File: src/gpio_pwm_pkg.sv
package gpio_pwm_pkg;

    // ------------------------------------------------------------
    // Register indices, byte address is four times the index
    // ------------------------------------------------------------
    localparam logic [5:0] IDX_PORT_A_LATCH = 6'h12;
    localparam logic [5:0] IDX_PORT_A_DIRECTION = 6'h13;
    localparam logic [5:0] IDX_PORT_B_LATCH = 6'h14;
    localparam logic [5:0] IDX_PORT_B_DIRECTION = 6'h15;
    localparam logic [5:0] IDX_PORT_C_LATCH = 6'h16;
    localparam logic [5:0] IDX_PORT_C_DIRECTION = 6'h17;
    localparam logic [5:0] IDX_PORT_D_LATCH = 6'h18;
    localparam logic [5:0] IDX_PORT_D_DIRECTION = 6'h19;
    localparam logic [5:0] IDX_PWM_DUTY = 6'h1A;
    localparam logic [5:0] IDX_PORTB_CONFIG = 6'h1B;
    localparam logic [5:0] IDX_BIT_OP = 6'h1C;

    localparam int NUM_PORTS = 4;
    localparam logic [5:0] IDX_LATCH [NUM_PORTS] = '{IDX_PORT_A_LATCH,
        IDX_PORT_B_LATCH, IDX_PORT_C_LATCH, IDX_PORT_D_LATCH};
    localparam logic [5:0] IDX_DIR [NUM_PORTS] = '{IDX_PORT_A_DIRECTION,
        IDX_PORT_B_DIRECTION, IDX_PORT_C_DIRECTION, IDX_PORT_D_DIRECTION};
    localparam logic [7:0] IMPL_MASK [NUM_PORTS] = '{8'hFF, 8'hFF, 8'h03,
        8'h01};

    // ------------------------------------------------------------
    // Reset values
    // ------------------------------------------------------------
    localparam logic [7:0] LATCH_RESET = 8'h00;
    localparam logic [7:0] DIR_RESET = 8'hFF;
    localparam logic [7:0] PWM_DUTY_RESET = 8'h00;
    localparam logic [2:0] PORTB_CONFIG_RESET = 3'h0;
    localparam logic [2:0] PORTB_CONFIG_ALL = 3'h7;

    // ------------------------------------------------------------
    // Bit operation register fields
    // ------------------------------------------------------------
    localparam int BITOP_BIT_LSB = 0;
    localparam int BITOP_PORT_LSB = 3;
    localparam int BITOP_OP_LSB = 5;
    localparam logic [1:0] OP_SET = 2'h0;
    localparam logic [1:0] OP_CLEAR = 2'h1;
    localparam logic [1:0] OP_COMPLEMENT = 2'h2;
    localparam logic [1:0] OP_NONE = 2'h3;

    // ------------------------------------------------------------
    // Bus answers and pin carriers
    // ------------------------------------------------------------
    localparam logic [1:0] RESP_OKAY = 2'h0;
    localparam logic [1:0] RESP_SLVERR = 2'h2;
    localparam int TONE_LINE = 3;

    typedef struct packed {
        logic [7:0] a;
        logic [7:0] b;
        logic [1:0] c;
        logic d;
    } pad_bus_s;

endpackage

File: src/io_ports_with_pwm_output.sv
// Chosen here: the AXI4-Lite register port.
`timescale 1ns/1ps
module io_ports_with_pwm_output
    import gpio_pwm_pkg::*;
#(
    parameter int ADDR_W = 8,
    parameter logic [3:0] PULL_OPT = 4'hF,
    parameter logic TONE_OPT = 1'b1,
    parameter logic PWM_OPT = 1'b1,
    parameter logic PWM_MODE_7P1 = 1'b0
) (
    input wire logic aclk,
    input wire logic aresetn,
    input wire logic [ADDR_W-1:0] awaddr,
    input wire logic [2:0] awprot,
    input wire logic awvalid,
    output logic awready,
    input wire logic [31:0] wdata,
    input wire logic [3:0] wstrb,
    input wire logic wvalid,
    output logic wready,
    output logic [1:0] bresp,
    output logic bvalid,
    input wire logic bready,
    input wire logic [ADDR_W-1:0] araddr,
    input wire logic [2:0] arprot,
    input wire logic arvalid,
    output logic arready,
    output logic [31:0] rdata,
    output logic [1:0] rresp,
    output logic rvalid,
    input wire logic rready,
    input wire pad_bus_s pad_in,
    output pad_bus_s pad_out,
    output pad_bus_s pad_oe,
    output pad_bus_s pull_en,
    input wire logic timer_overflow,
    output logic ext_interrupt_n,
    output logic timer_clock_input,
    output logic wake_req,
    output logic adc_power_on,
    output logic [7:0] analog_mask
);

    if (ADDR_W < 8) begin : g_bad_addr
        $error("ADDR_W too small for the register map");
    end

    // ------------------------------------------------------------
    // Pad synchronisers
    // ------------------------------------------------------------
    pad_bus_s pad_meta_q;
    pad_bus_s pad_sync_q;
    logic [7:0] pa_prev_q;
    logic [7:0] pin_v [NUM_PORTS];

    always_ff @(posedge aclk) begin
        if (!aresetn) begin
            // Pulled-high idle level, so no false wake after reset
            pad_meta_q <= '1;
            pad_sync_q <= '1;
        end else begin
            pad_meta_q <= pad_in;
            pad_sync_q <= pad_meta_q;
        end
    end

    // Pads are read live, no input latch
    assign pin_v[0] = pad_sync_q.a;
    assign pin_v[1] = pad_sync_q.b;
    assign pin_v[2] = {6'h00, pad_sync_q.c};
    assign pin_v[3] = {7'h00, pad_sync_q.d};

    // ------------------------------------------------------------
    // Register storage
    // ------------------------------------------------------------
    logic [7:0] latch_q [NUM_PORTS];
    logic [7:0] dir_q [NUM_PORTS];
    logic [7:0] pwm_duty_q;
    logic [2:0] portb_config_q;
    logic [7:0] port_val [NUM_PORTS];
    logic [7:0] analog_v;

    // ------------------------------------------------------------
    // Analog takeover of port B
    // ------------------------------------------------------------
    always_comb begin
        if (portb_config_q == PORTB_CONFIG_ALL) begin
            analog_v = 8'hFF;
        end else begin
            analog_v = 8'((9'h001 << portb_config_q) - 9'h001);
        end
    end

    // Mixed read value: pad for inputs, latch for outputs
    always_comb begin
        for (int p = 0; p < NUM_PORTS; p++) begin
            port_val[p] = ((dir_q[p] & pin_v[p]) | (~dir_q[p] & latch_q[p]))
                & IMPL_MASK[p];
        end
        port_val[1] = port_val[1] & ~analog_v;
    end

    // ------------------------------------------------------------
    // AXI4-Lite write channel
    // ------------------------------------------------------------
    logic aw_hold_q;
    logic w_hold_q;
    logic [5:0] aw_idx_q;
    logic [7:0] w_data_q;
    logic w_strb0_q;
    logic bvalid_q;
    logic [1:0] bresp_q;
    logic do_write;
    logic wr_mapped;

    assign awready = !aw_hold_q && !bvalid_q;
    assign wready = !w_hold_q && !bvalid_q;
    assign do_write = aw_hold_q && w_hold_q && !bvalid_q;
    assign bvalid = bvalid_q;
    assign bresp = bresp_q;
    assign wr_mapped = (aw_idx_q >= IDX_PORT_A_LATCH)
        && (aw_idx_q <= IDX_BIT_OP);

    always_ff @(posedge aclk) begin
        if (!aresetn) begin
            aw_hold_q <= 1'b0;
            aw_idx_q <= '0;
        end else if (awvalid && awready) begin
            aw_hold_q <= 1'b1;
            aw_idx_q <= awaddr[7:2];
        end else if (do_write) begin
            aw_hold_q <= 1'b0;
        end
    end

    always_ff @(posedge aclk) begin
        if (!aresetn) begin
            w_hold_q <= 1'b0;
            w_data_q <= '0;
            w_strb0_q <= 1'b0;
        end else if (wvalid && wready) begin
            w_hold_q <= 1'b1;
            w_data_q <= wdata[7:0];
            w_strb0_q <= wstrb[0];
        end else if (do_write) begin
            w_hold_q <= 1'b0;
        end
    end

    always_ff @(posedge aclk) begin
        if (!aresetn) begin
            bvalid_q <= 1'b0;
            bresp_q <= RESP_OKAY;
        end else if (do_write) begin
            bvalid_q <= 1'b1;
            bresp_q <= wr_mapped ? RESP_OKAY : RESP_SLVERR;
        end else if (bready) begin
            bvalid_q <= 1'b0;
        end
    end

    // ------------------------------------------------------------
    // Latch, direction and control writes
    // ------------------------------------------------------------
    logic [1:0] op_code;
    logic [1:0] op_port;
    logic [2:0] op_bit;
    logic [7:0] op_result;
    logic [7:0] lat_wd [NUM_PORTS];
    logic [NUM_PORTS-1:0] lat_we;

    assign op_code = w_data_q[BITOP_OP_LSB +: 2];
    assign op_port = w_data_q[BITOP_PORT_LSB +: 2];
    assign op_bit = w_data_q[BITOP_BIT_LSB +: 3];

    // Modify works on the whole port value as read
    always_comb begin
        case (op_code)
            OP_SET: op_result = port_val[op_port] | (8'h01 << op_bit);
            OP_CLEAR: op_result = port_val[op_port] & ~(8'h01 << op_bit);
            OP_COMPLEMENT: op_result = ~port_val[op_port];
            default: op_result = port_val[op_port];
        endcase
    end

    always_comb begin
        for (int p = 0; p < NUM_PORTS; p++) begin
            lat_we[p] = 1'b0;
            lat_wd[p] = latch_q[p];
            if (do_write && w_strb0_q) begin
                if (aw_idx_q == IDX_LATCH[p]) begin
                    lat_we[p] = 1'b1;
                    lat_wd[p] = w_data_q & IMPL_MASK[p];
                end else if (aw_idx_q == IDX_BIT_OP && op_code != OP_NONE
                    && op_port == 2'(p)) begin
                    lat_we[p] = 1'b1;
                    lat_wd[p] = op_result & IMPL_MASK[p];
                end
            end
        end
    end

    always_ff @(posedge aclk) begin
        if (!aresetn) begin
            for (int p = 0; p < NUM_PORTS; p++) begin
                latch_q[p] <= LATCH_RESET;
            end
        end else begin
            for (int p = 0; p < NUM_PORTS; p++) begin
                if (lat_we[p]) begin
                    latch_q[p] <= lat_wd[p];
                end
            end
        end
    end

    always_ff @(posedge aclk) begin
        if (!aresetn) begin
            for (int p = 0; p < NUM_PORTS; p++) begin
                dir_q[p] <= DIR_RESET & IMPL_MASK[p];
            end
        end else if (do_write && w_strb0_q) begin
            for (int p = 0; p < NUM_PORTS; p++) begin
                if (aw_idx_q == IDX_DIR[p]) begin
                    dir_q[p] <= w_data_q & IMPL_MASK[p];
                end
            end
        end
    end

    always_ff @(posedge aclk) begin
        if (!aresetn) begin
            pwm_duty_q <= PWM_DUTY_RESET;
            portb_config_q <= PORTB_CONFIG_RESET;
        end else if (do_write && w_strb0_q) begin
            if (aw_idx_q == IDX_PWM_DUTY) begin
                pwm_duty_q <= w_data_q;
            end
            if (aw_idx_q == IDX_PORTB_CONFIG) begin
                portb_config_q <= w_data_q[2:0];
            end
        end
    end

    // ------------------------------------------------------------
    // AXI4-Lite read channel
    // ------------------------------------------------------------
    logic [5:0] ar_idx;
    logic [7:0] rd_mux;
    logic rd_hit;
    logic rvalid_q;
    logic [7:0] rdata_q;
    logic [1:0] rresp_q;

    assign ar_idx = araddr[7:2];
    assign arready = !rvalid_q;
    assign rvalid = rvalid_q;
    assign rdata = {24'h000000, rdata_q};
    assign rresp = rresp_q;

    always_comb begin
        rd_mux = 8'h00;
        rd_hit = 1'b1;
        case (ar_idx)
            IDX_PORT_A_LATCH: rd_mux = port_val[0];
            IDX_PORT_B_LATCH: rd_mux = port_val[1];
            IDX_PORT_C_LATCH: rd_mux = port_val[2];
            IDX_PORT_D_LATCH: rd_mux = port_val[3];
            IDX_PORT_A_DIRECTION: rd_mux = dir_q[0];
            IDX_PORT_B_DIRECTION: rd_mux = dir_q[1];
            IDX_PORT_C_DIRECTION: rd_mux = dir_q[2];
            IDX_PORT_D_DIRECTION: rd_mux = dir_q[3];
            IDX_PWM_DUTY: rd_mux = pwm_duty_q;
            IDX_PORTB_CONFIG: rd_mux = {5'h00, portb_config_q};
            IDX_BIT_OP: rd_mux = 8'h00;
            default: rd_hit = 1'b0;
        endcase
    end

    // Pad value is captured at the edge the read is taken
    always_ff @(posedge aclk) begin
        if (!aresetn) begin
            rvalid_q <= 1'b0;
            rdata_q <= '0;
            rresp_q <= RESP_OKAY;
        end else if (arvalid && arready) begin
            rvalid_q <= 1'b1;
            rdata_q <= rd_mux;
            rresp_q <= rd_hit ? RESP_OKAY : RESP_SLVERR;
        end else if (rready) begin
            rvalid_q <= 1'b0;
        end
    end

    // ------------------------------------------------------------
    // Tone divider and PWM generator
    // ------------------------------------------------------------
    logic tone_q;
    logic [7:0] pwm_cnt_q;
    logic [7:0] pwm_pos;
    logic [7:0] pwm_base;
    logic [1:0] pwm_idx;
    logic [1:0] pwm_extra;
    logic [7:0] pwm_high_cnt;
    logic pwm_q;

    always_ff @(posedge aclk) begin
        if (!aresetn) begin
            tone_q <= 1'b0;
        end else if (timer_overflow) begin
            tone_q <= !tone_q;
        end
    end

    always_ff @(posedge aclk) begin
        if (!aresetn) begin
            pwm_cnt_q <= '0;
        end else begin
            pwm_cnt_q <= pwm_cnt_q + 8'h01;
        end
    end

    always_comb begin
        if (PWM_MODE_7P1) begin
            pwm_idx = {1'b0, pwm_cnt_q[7]};
            pwm_pos = {1'b0, pwm_cnt_q[6:0]};
            pwm_base = {1'b0, pwm_duty_q[7:1]};
            pwm_extra = {1'b0, pwm_duty_q[0]};
        end else begin
            pwm_idx = pwm_cnt_q[7:6];
            pwm_pos = {2'b00, pwm_cnt_q[5:0]};
            pwm_base = {2'b00, pwm_duty_q[7:2]};
            pwm_extra = pwm_duty_q[1:0];
        end
        pwm_high_cnt = pwm_base + ((pwm_idx < pwm_extra) ? 8'h01 : 8'h00);
    end

    // Duty is read live; a write lands mid-cycle, not at the next cycle
    always_ff @(posedge aclk) begin
        if (!aresetn) begin
            pwm_q <= 1'b0;
        end else begin
            pwm_q <= pwm_pos < pwm_high_cnt;
        end
    end

    // ------------------------------------------------------------
    // Pad drive, enables and shared functions
    // ------------------------------------------------------------
    logic [7:0] out_v [NUM_PORTS];
    logic [7:0] oe_v [NUM_PORTS];
    logic [7:0] pu_v [NUM_PORTS];

    always_comb begin
        for (int p = 0; p < NUM_PORTS; p++) begin
            out_v[p] = latch_q[p] & IMPL_MASK[p];
            oe_v[p] = ~dir_q[p] & IMPL_MASK[p];
            pu_v[p] = PULL_OPT[p] ? (dir_q[p] & IMPL_MASK[p]) : 8'h00;
        end
        if (TONE_OPT) begin
            out_v[0][TONE_LINE] = latch_q[0][TONE_LINE] & tone_q;
        end
        if (PWM_OPT) begin
            out_v[3][0] = latch_q[3][0] & pwm_q;
        end
        out_v[1] = out_v[1] & ~analog_v;
        oe_v[1] = oe_v[1] & ~analog_v;
        pu_v[1] = pu_v[1] & ~analog_v;
    end

    // Registered so the pins never glitch on mux changes
    always_ff @(posedge aclk) begin
        if (!aresetn) begin
            pad_out <= '0;
            pad_oe <= '0;
            pull_en <= '0;
        end else begin
            pad_out <= {out_v[0], out_v[1], out_v[2][1:0], out_v[3][0]};
            pad_oe <= {oe_v[0], oe_v[1], oe_v[2][1:0], oe_v[3][0]};
            pull_en <= {pu_v[0], pu_v[1], pu_v[2][1:0], pu_v[3][0]};
        end
    end

    always_ff @(posedge aclk) begin
        if (!aresetn) begin
            pa_prev_q <= '1;
            wake_req <= 1'b0;
            ext_interrupt_n <= 1'b1;
            timer_clock_input <= 1'b0;
            adc_power_on <= 1'b0;
            analog_mask <= '0;
        end else begin
            pa_prev_q <= pad_sync_q.a;
            wake_req <= |((pad_sync_q.a ^ pa_prev_q) & dir_q[0]);
            ext_interrupt_n <= pad_sync_q.a[5];
            timer_clock_input <= pad_sync_q.a[4];
            adc_power_on <= portb_config_q != PORTB_CONFIG_RESET;
            analog_mask <= analog_v;
        end
    end
endmodule

File: config.mk
export PLATFORM = sky130hd
export DESIGN_NAME = io_ports_with_pwm_output
export DESIGN_NICKNAME = d
export VERILOG_FILES = /design/src/gpio_pwm_pkg.sv /design/src/io_ports_with_pwm_output.sv
export SDC_FILE = /design/constraint.sdc
export NUM_CORES = 1
export LEC_CHECK = 0
export ABC_AREA = 1
export BUFFER_PORTS_ARGS = -buffer_cell sky130_fd_sc_hd__buf_2
export CAP_MARGIN = 0
export CORE_UTILIZATION = 35
export DETAILED_ROUTE_END_ITERATION = 7
export GPL_ROUTABILITY_DRIVEN = 0
export SLEW_MARGIN = 10
export SYNTH_ARGS = -nofsm -noshare
export SYNTH_HDL_FRONTEND = slang
export SYNTH_SLANG_ARGS = --single-unit
export TNS_END_PERCENT = 10
File: constraint.sdc
create_clock -name aclk -period 2.8 [get_ports aclk]
set_input_delay 0.14 -clock aclk [delete_from_list [all_inputs] [get_ports aclk]]
set_output_delay 0.14 -clock aclk [all_outputs]
set_load 0.005 [all_outputs]
==> summary.txt, run 1 <==
Outcome
  – Status: finished clean

Synth
  – Post-Syn Area: 8390 um2
  – Post-synth EDFFs: 38
  – Synth Flop Type: dfxtp_1
  – Largest cells by area after synthesis: dfxtp_1, edfxtp_1, nand2_1, nor2_1, inv_1
  – FFs w/ async S/R, synth: 0%
  – Syn_area_per_cell: 8.19 um2
  – Synth area leader: dfxtp_1
  – Synth top area share: 39.1%
  – Synth Warn #: 0
  – Yosys cell types: 42
  – #FFs+latches synth: 202
  – Mapped Cells: 1,024
  – Seq/Total Area, Yosys: 52.7%

Clock network
  – CTS Hold Bufs: 37
  – Clk buf depth: 3
  – Setup Fix Bufs, Post-CTS: 0
  – TritonCTS buffer count: 21
  – Post-cts resize count: 0
  – Clk sinks: 202
  – CTS tree: done
  – Later-pin clock latency in the skew report: 0.50 ns
  – # H-tree levels: 1
  – Clk slew on worst S/H paths: 0.06 ns
  – CTS Root Cell: clkbuf_16

Floorplan
  – Core area: 23,500 um2
  – Row count: 56
  – DIE AREA: 24,600 um2
  – Die W: 157 um
  – Initial Utilization: 35.7%
  – IO Pins: 195
  – Die Y: 157 um

STA
  – RSZ-0062 raised after global routing: false
  – Minimum clock period: 2.27 ns
  – Final Hold Fails: 0
  – Final setup margin: 0.528 ns
  – Fmax: 0.440 GHz
  – Setup-failing EPs final: 0
  – Worst Clk Skew: 0.00991 ns
  – Fin crit share: 81.1%
  – Setup TNS: 0 ns
  – Slew Viols, Final: 0
  – Worst relative slew slack: 37.2%
  – Slew @ Worst Pin: 0.942 ns

Critical path
  – Worst Setup End Kind: flip-flop
  – Critical Path Most Common Cell: ha_1
  – Critical-path cell list: inv_1 -> ha_1 -> a21oi_1 -> ha_1 -> nand3_1 -> nor3_1 -> xor2_1 -> ha_1 -> o21a_1 -> nand3_1 -> a21oi_1 -> nor3_1
  – Arr. time, crit path: 2.64 ns
  – Max incr delay on CP: 0.35 ns
  – Startpoint types: flip-flop
  – Setup CP Type: flip-flop to flip-flop
  – Slowest-stage cell, CP: dfxtp_1
  – Crit Path Max Fanout: 3
  – Worst Path Required: 3.17 ns

Routing
  – Detailed Route WL: 22,600 um
  – Iter 0 DRT Violations: 589
  – DR vias: 7,140
  – First drt pass iteration count: 6
  – Vias per inst: 4.71
  – Post-route DRC: 0
  – DRT antenna net count: 0
  – Wire per inst: 14.9 um

GRT
  – First-pass GRT wire length: 35,100 um
  – Initial antenna violation count: 0
  – Global-route met2 utilization: 30.9%
  – GRT met3 Usage: 2.69%
  – Tot GR Track Use: 18.5%
  – Met1 Use GR: 24.1%
  – Most Used Layer, Global Route: met2
  – Largest net degree at the start of global routing: 93
  – Vias in the first global route: 6,605
  – GRT overflow: 0

Power and ir drop
  – Logic gate share of total power: 8.9%
  – Clk pwr share: 42.9%
  – Switching Share: 24.3%
  – Share of power burned in registers: 48.2%
  – Cell Pwr Density: 629 nW/um2
  – Pint: 4.90 mW
  – P_sw: 1.58 mW
  – Peak VDD IR: 0.434 mV
  – Leakage power: 4.87 nW

Final layout
  – Layout cells sized above 1: 19.5%
  – Post-Route Utilization: 43.9%
  – Area growth syn-to-layout: 22.8%
  – N_diodes: 0
  – Nets: 1,277

Placed design
  – Detailed Place HPWL: 16,200 um
  – Pre-CTS setup slack: 0.544 ns
  – IO buf count: 131

Min path
  – HP Class: input port to flip-flop

Flow run
  – Max_cap viols: 0
metrics by stage:
stage	hold WS, ns	power (mW)	instances	instance area (um2)
6_report	0.0974	6.48	1516	10300
5_1_grt	0.132	6.74	1516	10300
4_1_cts	0.101	6.53	1516	10300
3_5_place_dp	0.329	3.72	1442	9230
3_3_place_gp	0.327	3.71	1442	9230
2_1_floorplan	0.247	3.55	1049	8480
power by group through the flow:
stage               combinational (mW)  sequential (mW)  clock (mW)
floorplan                        0.380             3.17           0
global placement                 0.522             3.19           0
detailed placement               0.530             3.19           0
CTS                              0.574             3.12        2.83
global route                     0.646             3.13        2.96
finish                           0.576             3.12        2.78
kinds of logic after synthesis:
logic type | after synthesis | share of synthesized area [%]
AND/OR/NAND/NOR | 468 | 25.2
flip-flops | 202 | 52.7
buffers and inverters | 176 | 9.23
AO/OA/AOI/OAI | 160 | 10.6
adder cells (fa/ha/maj) | 9 | 1.34
XOR/XNOR | 8 | 0.835
other | 1 | 0.0447
critical path: cells and delay by family (launching register included):
family / cells / cell delay (ns)
compound gates: 3 / 0.44
xor+xnor: 1 / 0.10
fa+ha+maj: 3 / 0.76
buf+inv: 1 / 0.05
flops: 1 / 0.35
simple gates: 4 / 0.45
Yosys cell counts, types with 2 or more instances:
cell,instances
a21oi_1,66
buf_1,2
buf_2,5
buf_4,26
clkbuf_1,28
clkinv_1,2
dfxtp_1,164
edfxtp_1,38
ha_1,9
inv_1,106
inv_2,5
nand2_1,214
nand2_2,2
nand3_1,41
nand3_2,2
nand4_1,16
nor2_1,110
nor2_2,5
nor2_4,5
nor3_1,28
o2111ai_1,10
o211ai_1,3
o21a_1,3
o21ai_0,66
o21ai_1,2
o21ai_4,2
o22ai_1,6
or2_2,38
xnor2_1,3
xor2_1,5
routing by layer:
layer  vias up  part of all wire [%]
met3        44                   6.5
met4         0                   2.7
li1       3573                     -
met5         -                     0
met1      3256                    44
met2       267                    47
sequential cells by signal, indices dropped and copies added (netlist names), 3 cells and up:
register,flops
analog_mask,8
aw_idx_q,6
dir_q,19
latch_q,19
pa_prev_q,8
pad_meta_q,19
pad_oe,19
pad_out,19
pad_sync_q,19
portb_config_q,3
pull_en,19
pwm_cnt_q,8
pwm_duty_q,8
rdata_q,8
w_data_q,8
path summary, 6_finish.rpt:
path | startpoint | to | slack, ns | cells after the start
worst max-delay path | pwm_duty_q[1] | pwm_q | 0.53 | 12
worst min-delay path | aresetn | pad_oe[11] | 0.1 | 3
worst max register to register | pwm_duty_q[1] | pwm_q | 0.53 | 12
worst min register to register | pad_meta_q[1] | pad_sync_q[1] | 0.41 | 1
area by class of cell:
type                            instances  area [um2]
Clock buffer                           30         654
Clock inverter                          7        42.5
Fill cell                            2350       13200
Inverter                              114         430
Multi-Input combinational cell        671        3290
Sequential cell                       202        4420
Tap cell                              319         399
Timing Repair Buffer                  173        1060
cell usage in the layout (no fill, tap or decap), types with 2 or more instances in the layout:
cell type        n
nand2_1        214
dfxtp_1        164
buf_2          131
nor2_1         110
inv_1          105
o21ai_0         66
a21oi_1         66
nand3_1         41
or2_2           38
edfxtp_1        38
dlygate4sd3_1   37
nor3_1          28
conb_1          26
clkbuf_16       25
nand4_1         16
o2111ai_1       10
ha_1             9
inv_2            6
o22ai_1          6
nor2_4           5
nor2_2           5
xor2_1           5
clkinv_2         5
buf_4            5
clkbuf_1         4
xnor2_1          3
o21a_1           3
o211ai_1         3
nand2_2          2
nand3_2          2
o21ai_4          2
o21ai_1          2
clkinv_1         2
Note: power is estimated with default switching activity, not from simulation.
==> run 2: changes to the inputs <==
==> constraint.sdc (replaced) <==
create_clock -name aclk -period 1.86 [get_ports aclk]
set_input_delay 0.093 -clock aclk [delete_from_list [all_inputs] [get_ports aclk]]
set_output_delay 0.093 -clock aclk [all_outputs]
set_load 0.005 [all_outputs]
==> run 2 against run 1 <==
The run now ends with setup timing left. Worst hold slack worse by 0.049 ns. Via count up 3.2%. Sequential share of layout area shrank 2.3 points. Clock skew grew 0.0014 ns. Die area did not move. Sequential power grew 51%. Global-route usage grew 0.11 points. Final cell count increased by 3.5%. Non-clock buffer count is 49 higher. Register-to-register slack got worse by 0.71 ns. Setup slack worse by 0.71 ns.
==> summary.txt, run 2 (same netlist as run 1, synthesis figures left out) <==
GRT
  – Largest net degree at the start of global routing: 69
  – First-pass GRT wire length: 35,700 um
  – Tot GR Track Use: 18.6%
  – Initial antenna violation count: 0
  – GRT overflow: 0
  – Vias in the first global route: 6,675

Critical path
  – Startpoint types: flip-flop
  – Max incr delay on CP: 0.33 ns
  – Worst Path Required: 2.31 ns
  – Arr. time, crit path: 2.49 ns
  – Setup CP Type: flip-flop to flip-flop
  – Worst Setup End Kind: flip-flop
  – Crit Path Max Fanout: 3
  – Slowest-stage cell, CP: dfxtp_2
  – Critical-path cell list: inv_2 -> ha_4 -> a21oi_2 -> ha_2 -> ha_4 -> buf_4 -> xnor2_1 -> ha_1 -> a21oi_1 -> a21oi_2 -> nor3_2

Power and ir drop
  – Cell Pwr Density: 939 nW/um2
  – P_sw: 2.54 mW
  – Logic gate share of total power: 9.4%
  – Pint: 7.67 mW
  – Peak VDD IR: 0.535 mV
  – Clk pwr share: 44.5%
  – Leakage power: 5.16 nW
  – Power, Total: 10.2 mW
  – Switching Share: 24.9%
  – Share of power burned in registers: 46.0%

Min path
  – HP Class: input port to flip-flop

Floorplan
  – Core area: 23,500 um2
  – Die Y: 157 um
  – IO Pins: 195
  – DIE AREA: 24,600 um2
  – Row count: 56
  – Die W: 157 um
  – Initial Utilization: 35.7%

Placed design
  – Detailed Place HPWL: 16,900 um
  – Pre-CTS setup slack: -0.303 ns
  – Area after DPL: 9670 um2
  – IO buf count: 131

STA
  – Fmax: 0.490 GHz
  – Worst Clk Skew: 0.0113 ns
  – Worst relative slew slack: 65.6%
  – RSZ-0062 raised after global routing: true
  – Fin crit share: 110%
  – Final setup margin: -0.183 ns
  – Setup-failing EPs final: 1
  – Minimum clock period: 2.04 ns
  – Slew Viols, Final: 0
  – Setup TNS: -0.183 ns
  – Slew @ Worst Pin: 0.514 ns
  – Final Hold Fails: 0

Clock network
  – Clk buf depth: 3
  – Clk sinks: 202
  – Setup Fix Bufs, Post-CTS: 0
  – Later-pin clock latency in the skew report: 0.52 ns
  – Clk slew on worst S/H paths: 0.06 ns
  – # H-tree levels: 1
  – TritonCTS buffer count: 23
  – CTS tree: done
  – CTS Root Cell: clkbuf_16

Final layout
  – Commonest cells after routing, fill and taps aside: nand2_1, dfxtp_1, buf_2, nor2_1, inv_1
  – Layout cells sized above 1: 24.6%
  – Area growth syn-to-layout: 29.7%
  – Cell area after layout: 10,900 um2
  – Nets: 1,328
  – Most common cell after layout, fill and taps aside: nand2_1
  – N_diodes: 0

Routing
  – Post-route DRC: 0
  – Detailed Route WL: 23,000 um
  – Wire per inst: 14.7 um
  – Vias per inst: 4.69
  – First drt pass iteration count: 5
  – Iter 0 DRT Violations: 521
  – DRT antenna net count: 0
  – DR vias: 7,365

Outcome
  – Status: finished with violations
  – Failing checks: setup timing

Flow run
  – Max_cap viols: 0
[run 2: path summary, 6_finish.rpt]
check	to	from	slack (ns)	cells after the start
max	pwm_q	pwm_duty_q[1]	-0.18	11
min	bvalid	aresetn	0.05	3
max reg2reg	pwm_q	pwm_duty_q[1]	-0.18	11
min reg2reg	pad_sync_q[8]	pad_meta_q[8]	0.41	1
[run 2: timing repair]
item / in CTS / in global routing
pin swaps: 3 / 0
hold endpoints to repair: 37 / 0
setup endpoints to repair: 1 / 19
hold buffers: 37 / 0
gates cloned: 0 / 0
resized for setup: 4 / 10
[run 2: power by group through the flow]
stage | registers [mW] | clock network (mW) | logic, mW
global route | 4.71 | 4.84 | 1.07
detailed placement | 4.79 | 0 | 0.876
CTS | 4.70 | 4.64 | 0.941
floorplan | 4.77 | 0 | 0.572
finish | 4.70 | 4.55 | 0.964
global placement | 4.80 | 0 | 0.865
[run 2: critical path: cells and delay by family (launching register included)]
kind | cells | cell delay [ns]
fa+ha+maj | 4 | 0.90
compound gates | 3 | 0.31
simple gates | 1 | 0.14
flops | 1 | 0.33
xor+xnor | 1 | 0.12
buf+inv | 2 | 0.16
[run 2: cell type report]
class | count | area (um2)
fill | 2303 | 12600
sequential | 202 | 4430
multi-input combinational | 671 | 3380
timing repair buffer | 222 | 1470
clock buffer | 29 | 661
inverter | 114 | 430
tap | 319 | 399
clock inverter | 12 | 114
[run 2: layer usage]
layer	track usage (%)	part of all wire [%]	vias up	wire length, um
met4	5.14	2.0	0	458
li1	-	-	3679	-
met1	24.9	44	3361	10200
met3	2.66	6.9	36	1590
met2	31.0	47	289	10700
met5	0	0	-	0
[run 2: per-stage QoR]
stage | util [%] | cells | hold slack (ns)
2_1_floorplan | - | 1049 | 0.200
3_3_place_gp | 41.2 | 1491 | 0.281
3_5_place_dp | 41.2 | 1491 | 0.281
4_1_cts | 46.2 | 1569 | 0.0402
5_1_grt | 46.4 | 1569 | 0.0591
6_report | 46.4 | 1569 | 0.0489
==> run 3: changes to the inputs <==
==> constraint.sdc (replaced) <==
create_clock -name aclk -period 1.7 [get_ports aclk]
set_input_delay 0.085 -clock aclk [delete_from_list [all_inputs] [get_ports aclk]]
set_output_delay 0.085 -clock aclk [all_outputs]
set_load 0.005 [all_outputs]
==> run 3 against run 2 <==
Worst hold slack got worse by 0.0074 ns. Largest cell class unchanged. Maximum frequency decreased by 4.1%. Largest power group unchanged. Setup slack got worse by 0.25 ns. Power increased by 9.7%. Utilization increased by 2.0 points. Non-clock buffer count increased by 51. Clock skew decreased by 0.00065 ns. Die area unchanged. Clock power increased by 8.1%. Final cell count increased by 3.3%. Critical path type unchanged. The flow still finishes with violations (setup timing).
==> summary.txt, run 3 (same netlist as run 1, synthesis figures left out) <==
STA
  – Final setup margin: -0.429 ns
  – Fmax: 0.470 GHz
  – Final Hold Fails: 0
  – Setup-failing EPs final: 1
  – Worst Clk Skew: 0.0106 ns
  – RSZ-0062 raised after global routing: true
  – Fin crit share: 125%
  – Slew Viols, Final: 0
  – Minimum clock period: 2.13 ns

Critical path
  – Max incr delay on CP: 0.33 ns
  – CP delay by family, top: adder cells
  – Setup CP Type: flip-flop to flip-flop
  – Critical-path cell list: inv_2 -> ha_4 -> a21oi_2 -> ha_2 -> nand3_2 -> nor3_2 -> xor2_1 -> ha_1 -> o21a_1 -> o21ai_1 -> nand2_1 -> nor3_2
  – Worst Setup End Kind: flip-flop
  – Crit Path Max Fanout: 2
  – Startpoint types: flip-flop
  – Critical Path Most Common Cell: nor3_2
  – Worst Path Required: 2.13 ns
  – Crit path buf inv count: 1
  – Slowest-stage cell, CP: dfxtp_2
  – Arr. time, crit path: 2.56 ns

Final layout
  – Non-filler cells, final: 1,620
  – Area growth syn-to-layout: 35.3%
  – Post-Route Utilization: 48.4%
  – Layout cells sized above 1: 28.3%
  – Commonest cells after routing, fill and taps aside: nand2_1, dfxtp_1, buf_2, nor2_1, inv_1
  – Fill count: 2,253
  – Most common cell after layout, fill and taps aside: nand2_1
  – Nets: 1,378

Power and ir drop
  – Pint: 8.47 mW
  – P_sw: 2.73 mW
  – Clk pwr share: 43.9%
  – Switching Share: 24.3%
  – Logic gate share of total power: 10.3%
  – Share of power burned in registers: 45.8%
  – Cell Pwr Density: 987 nW/um2
  – Peak VDD IR: 0.638 mV
  – Leakage power: 5.43 nW

Floorplan
  – Row count: 56
  – DIE AREA: 24,600 um2
  – Initial Utilization: 35.7%
  – IO Pins: 195
  – Core area: 23,500 um2
  – Die W: 157 um
  – Die Y: 157 um

Clock network
  – Clk sinks: 202
  – Clk slew on worst S/H paths: 0.07 ns
  – TritonCTS buffer count: 22
  – Clk buf depth: 3
  – Later-pin clock latency in the skew report: 0.50 ns
  – CTS tree: done
  – CTS Root Cell: clkbuf_16
  – # H-tree levels: 1

Outcome
  – Failing checks: setup timing
  – Status: finished with violations

Placed design
  – IO buf count: 131
  – Detailed Place HPWL: 17,400 um
  – Placed insts: 1,540
  – Pre-CTS setup slack: -0.499 ns

Flow run
  – Max_cap viols: 0

GRT
  – Most Used Layer, Global Route: met2
  – GRT overflow: 0
  – Vias in the first global route: 7,116
  – Met1 Use GR: 25.6%
  – Initial antenna violation count: 0
  – First-pass GRT wire length: 36,900 um
  – GRT met3 Usage: 2.77%
  – Global-route met2 utilization: 32.0%
  – Tot GR Track Use: 19.1%
  – Largest net degree at the start of global routing: 66

Routing
  – Post-route DRC: 0
  – Iter 0 DRT Violations: 462
  – DRT antenna net count: 0
  – First drt pass iteration count: 5
  – DR vias: 7,446
  – Wire per inst: 14.3 um
  – Detailed Route WL: 23,100 um
  – Vias per inst: 4.60

Min path
  – HP Class: input port to flip-flop
## run 3: changes by cell type in the layout (fill, tap and decap cells not counted), moves of 2 or more
| cell | before | now |
|---|---|---|
| o21ai_1 | 3 | 6 |
| buf_4 | 50 | 98 |
| nand2_2 | 3 | 6 |
| o21ai_0 | 65 | 61 |
| buf_12 | 3 | 6 |
| clkinv_4 | 1 | 3 |
| dfxtp_1 | 162 | 159 |
| nand2_1 | 213 | 210 |
| clkinv_2 | 6 | 3 |
| clkbuf_8 | 2 | 5 |
| dfxtp_2 | 2 | 5 |
## run 3: repair_timing
action,4_1_cts,5_1_grt
endpoints found under the hold margin,37,0
setup buffers,0,2
endpoints found under the setup margin,3,43
hold buffers,37,0
pin swaps,4,2
resized for setup,7,25
## run 3: area by class of cell
| type | instances | area (um2) | share of cell area (%) |
|---|---|---|---|
| Sequential cell | 202 | 4430 | 39.0 |
| Multi-Input combinational cell | 671 | 3420 | 30.1 |
| Timing Repair Buffer | 273 | 1900 | 16.7 |
| Clock buffer | 31 | 677 | 5.96 |
| Inverter | 114 | 430 | 3.79 |
| Tap cell | 319 | 399 | 3.52 |
| Clock inverter | 9 | 93.8 | 0.827 |
| Antenna cell | 1 | 2.50 | 0.0220 |
## run 3: worst paths after layout
check	start	endpoint	slack [ns]	cells past startpoint
worst min-delay path	arvalid	rdata_q[4]	0.04	5
worst max register to register	pwm_duty_q[1]	pwm_q	-0.43	12
worst min register to register	pad_meta_q[5]	pad_sync_q[5]	0.41	1
worst max-delay path	pwm_duty_q[1]	pwm_q	-0.43	12
## run 3: worst reg2reg max path, delay by kind of cell, from the launching register on
| kind | cells | cell delay, ns |
|---|---|---|
| AO/OA/AOI/OAI | 3 | 0.37 |
| flip-flops | 1 | 0.33 |
| AND/OR/NAND/NOR | 4 | 0.48 |
| XOR/XNOR | 1 | 0.17 |
| buffers and inverters | 1 | 0.04 |
| adder cells (fa/ha/maj) | 3 | 0.66 |
## run 3: power by group through the flow
stage / sequential [mW] / clock, mW / combinational, mW
after global routing: 5.14 / 5.23 / 1.29
after global placement: 5.23 / 0 / 1.03
after detailed placement: 5.23 / 0 / 1.04
after floorplan: 5.22 / 0 / 0.626
after CTS: 5.13 / 5.00 / 1.12
final: 5.13 / 4.92 / 1.15
## run 3: metrics by stage
stage | hold slack (ns) | setup TNS [ns] | power [mW] | instance area [um2]
floorplan | 0.192 | -0.343 | 5.84 | 8510
global placement | 0.271 | -0.409 | 6.26 | 10100
detailed placement | 0.273 | -0.512 | 6.28 | 10100
CTS | 0.0308 | -0.418 | 11.2 | 11200
global route | 0.0662 | -0.614 | 11.7 | 11300
finish | 0.0415 | -0.429 | 11.2 | 11300
## run 3: per-layer routing
layer,up-vias,share of wire [%]
li1,3776,-
met1,3378,45
met2,254,47
met3,38,6.2
met4,0,2.2
met5,-,0
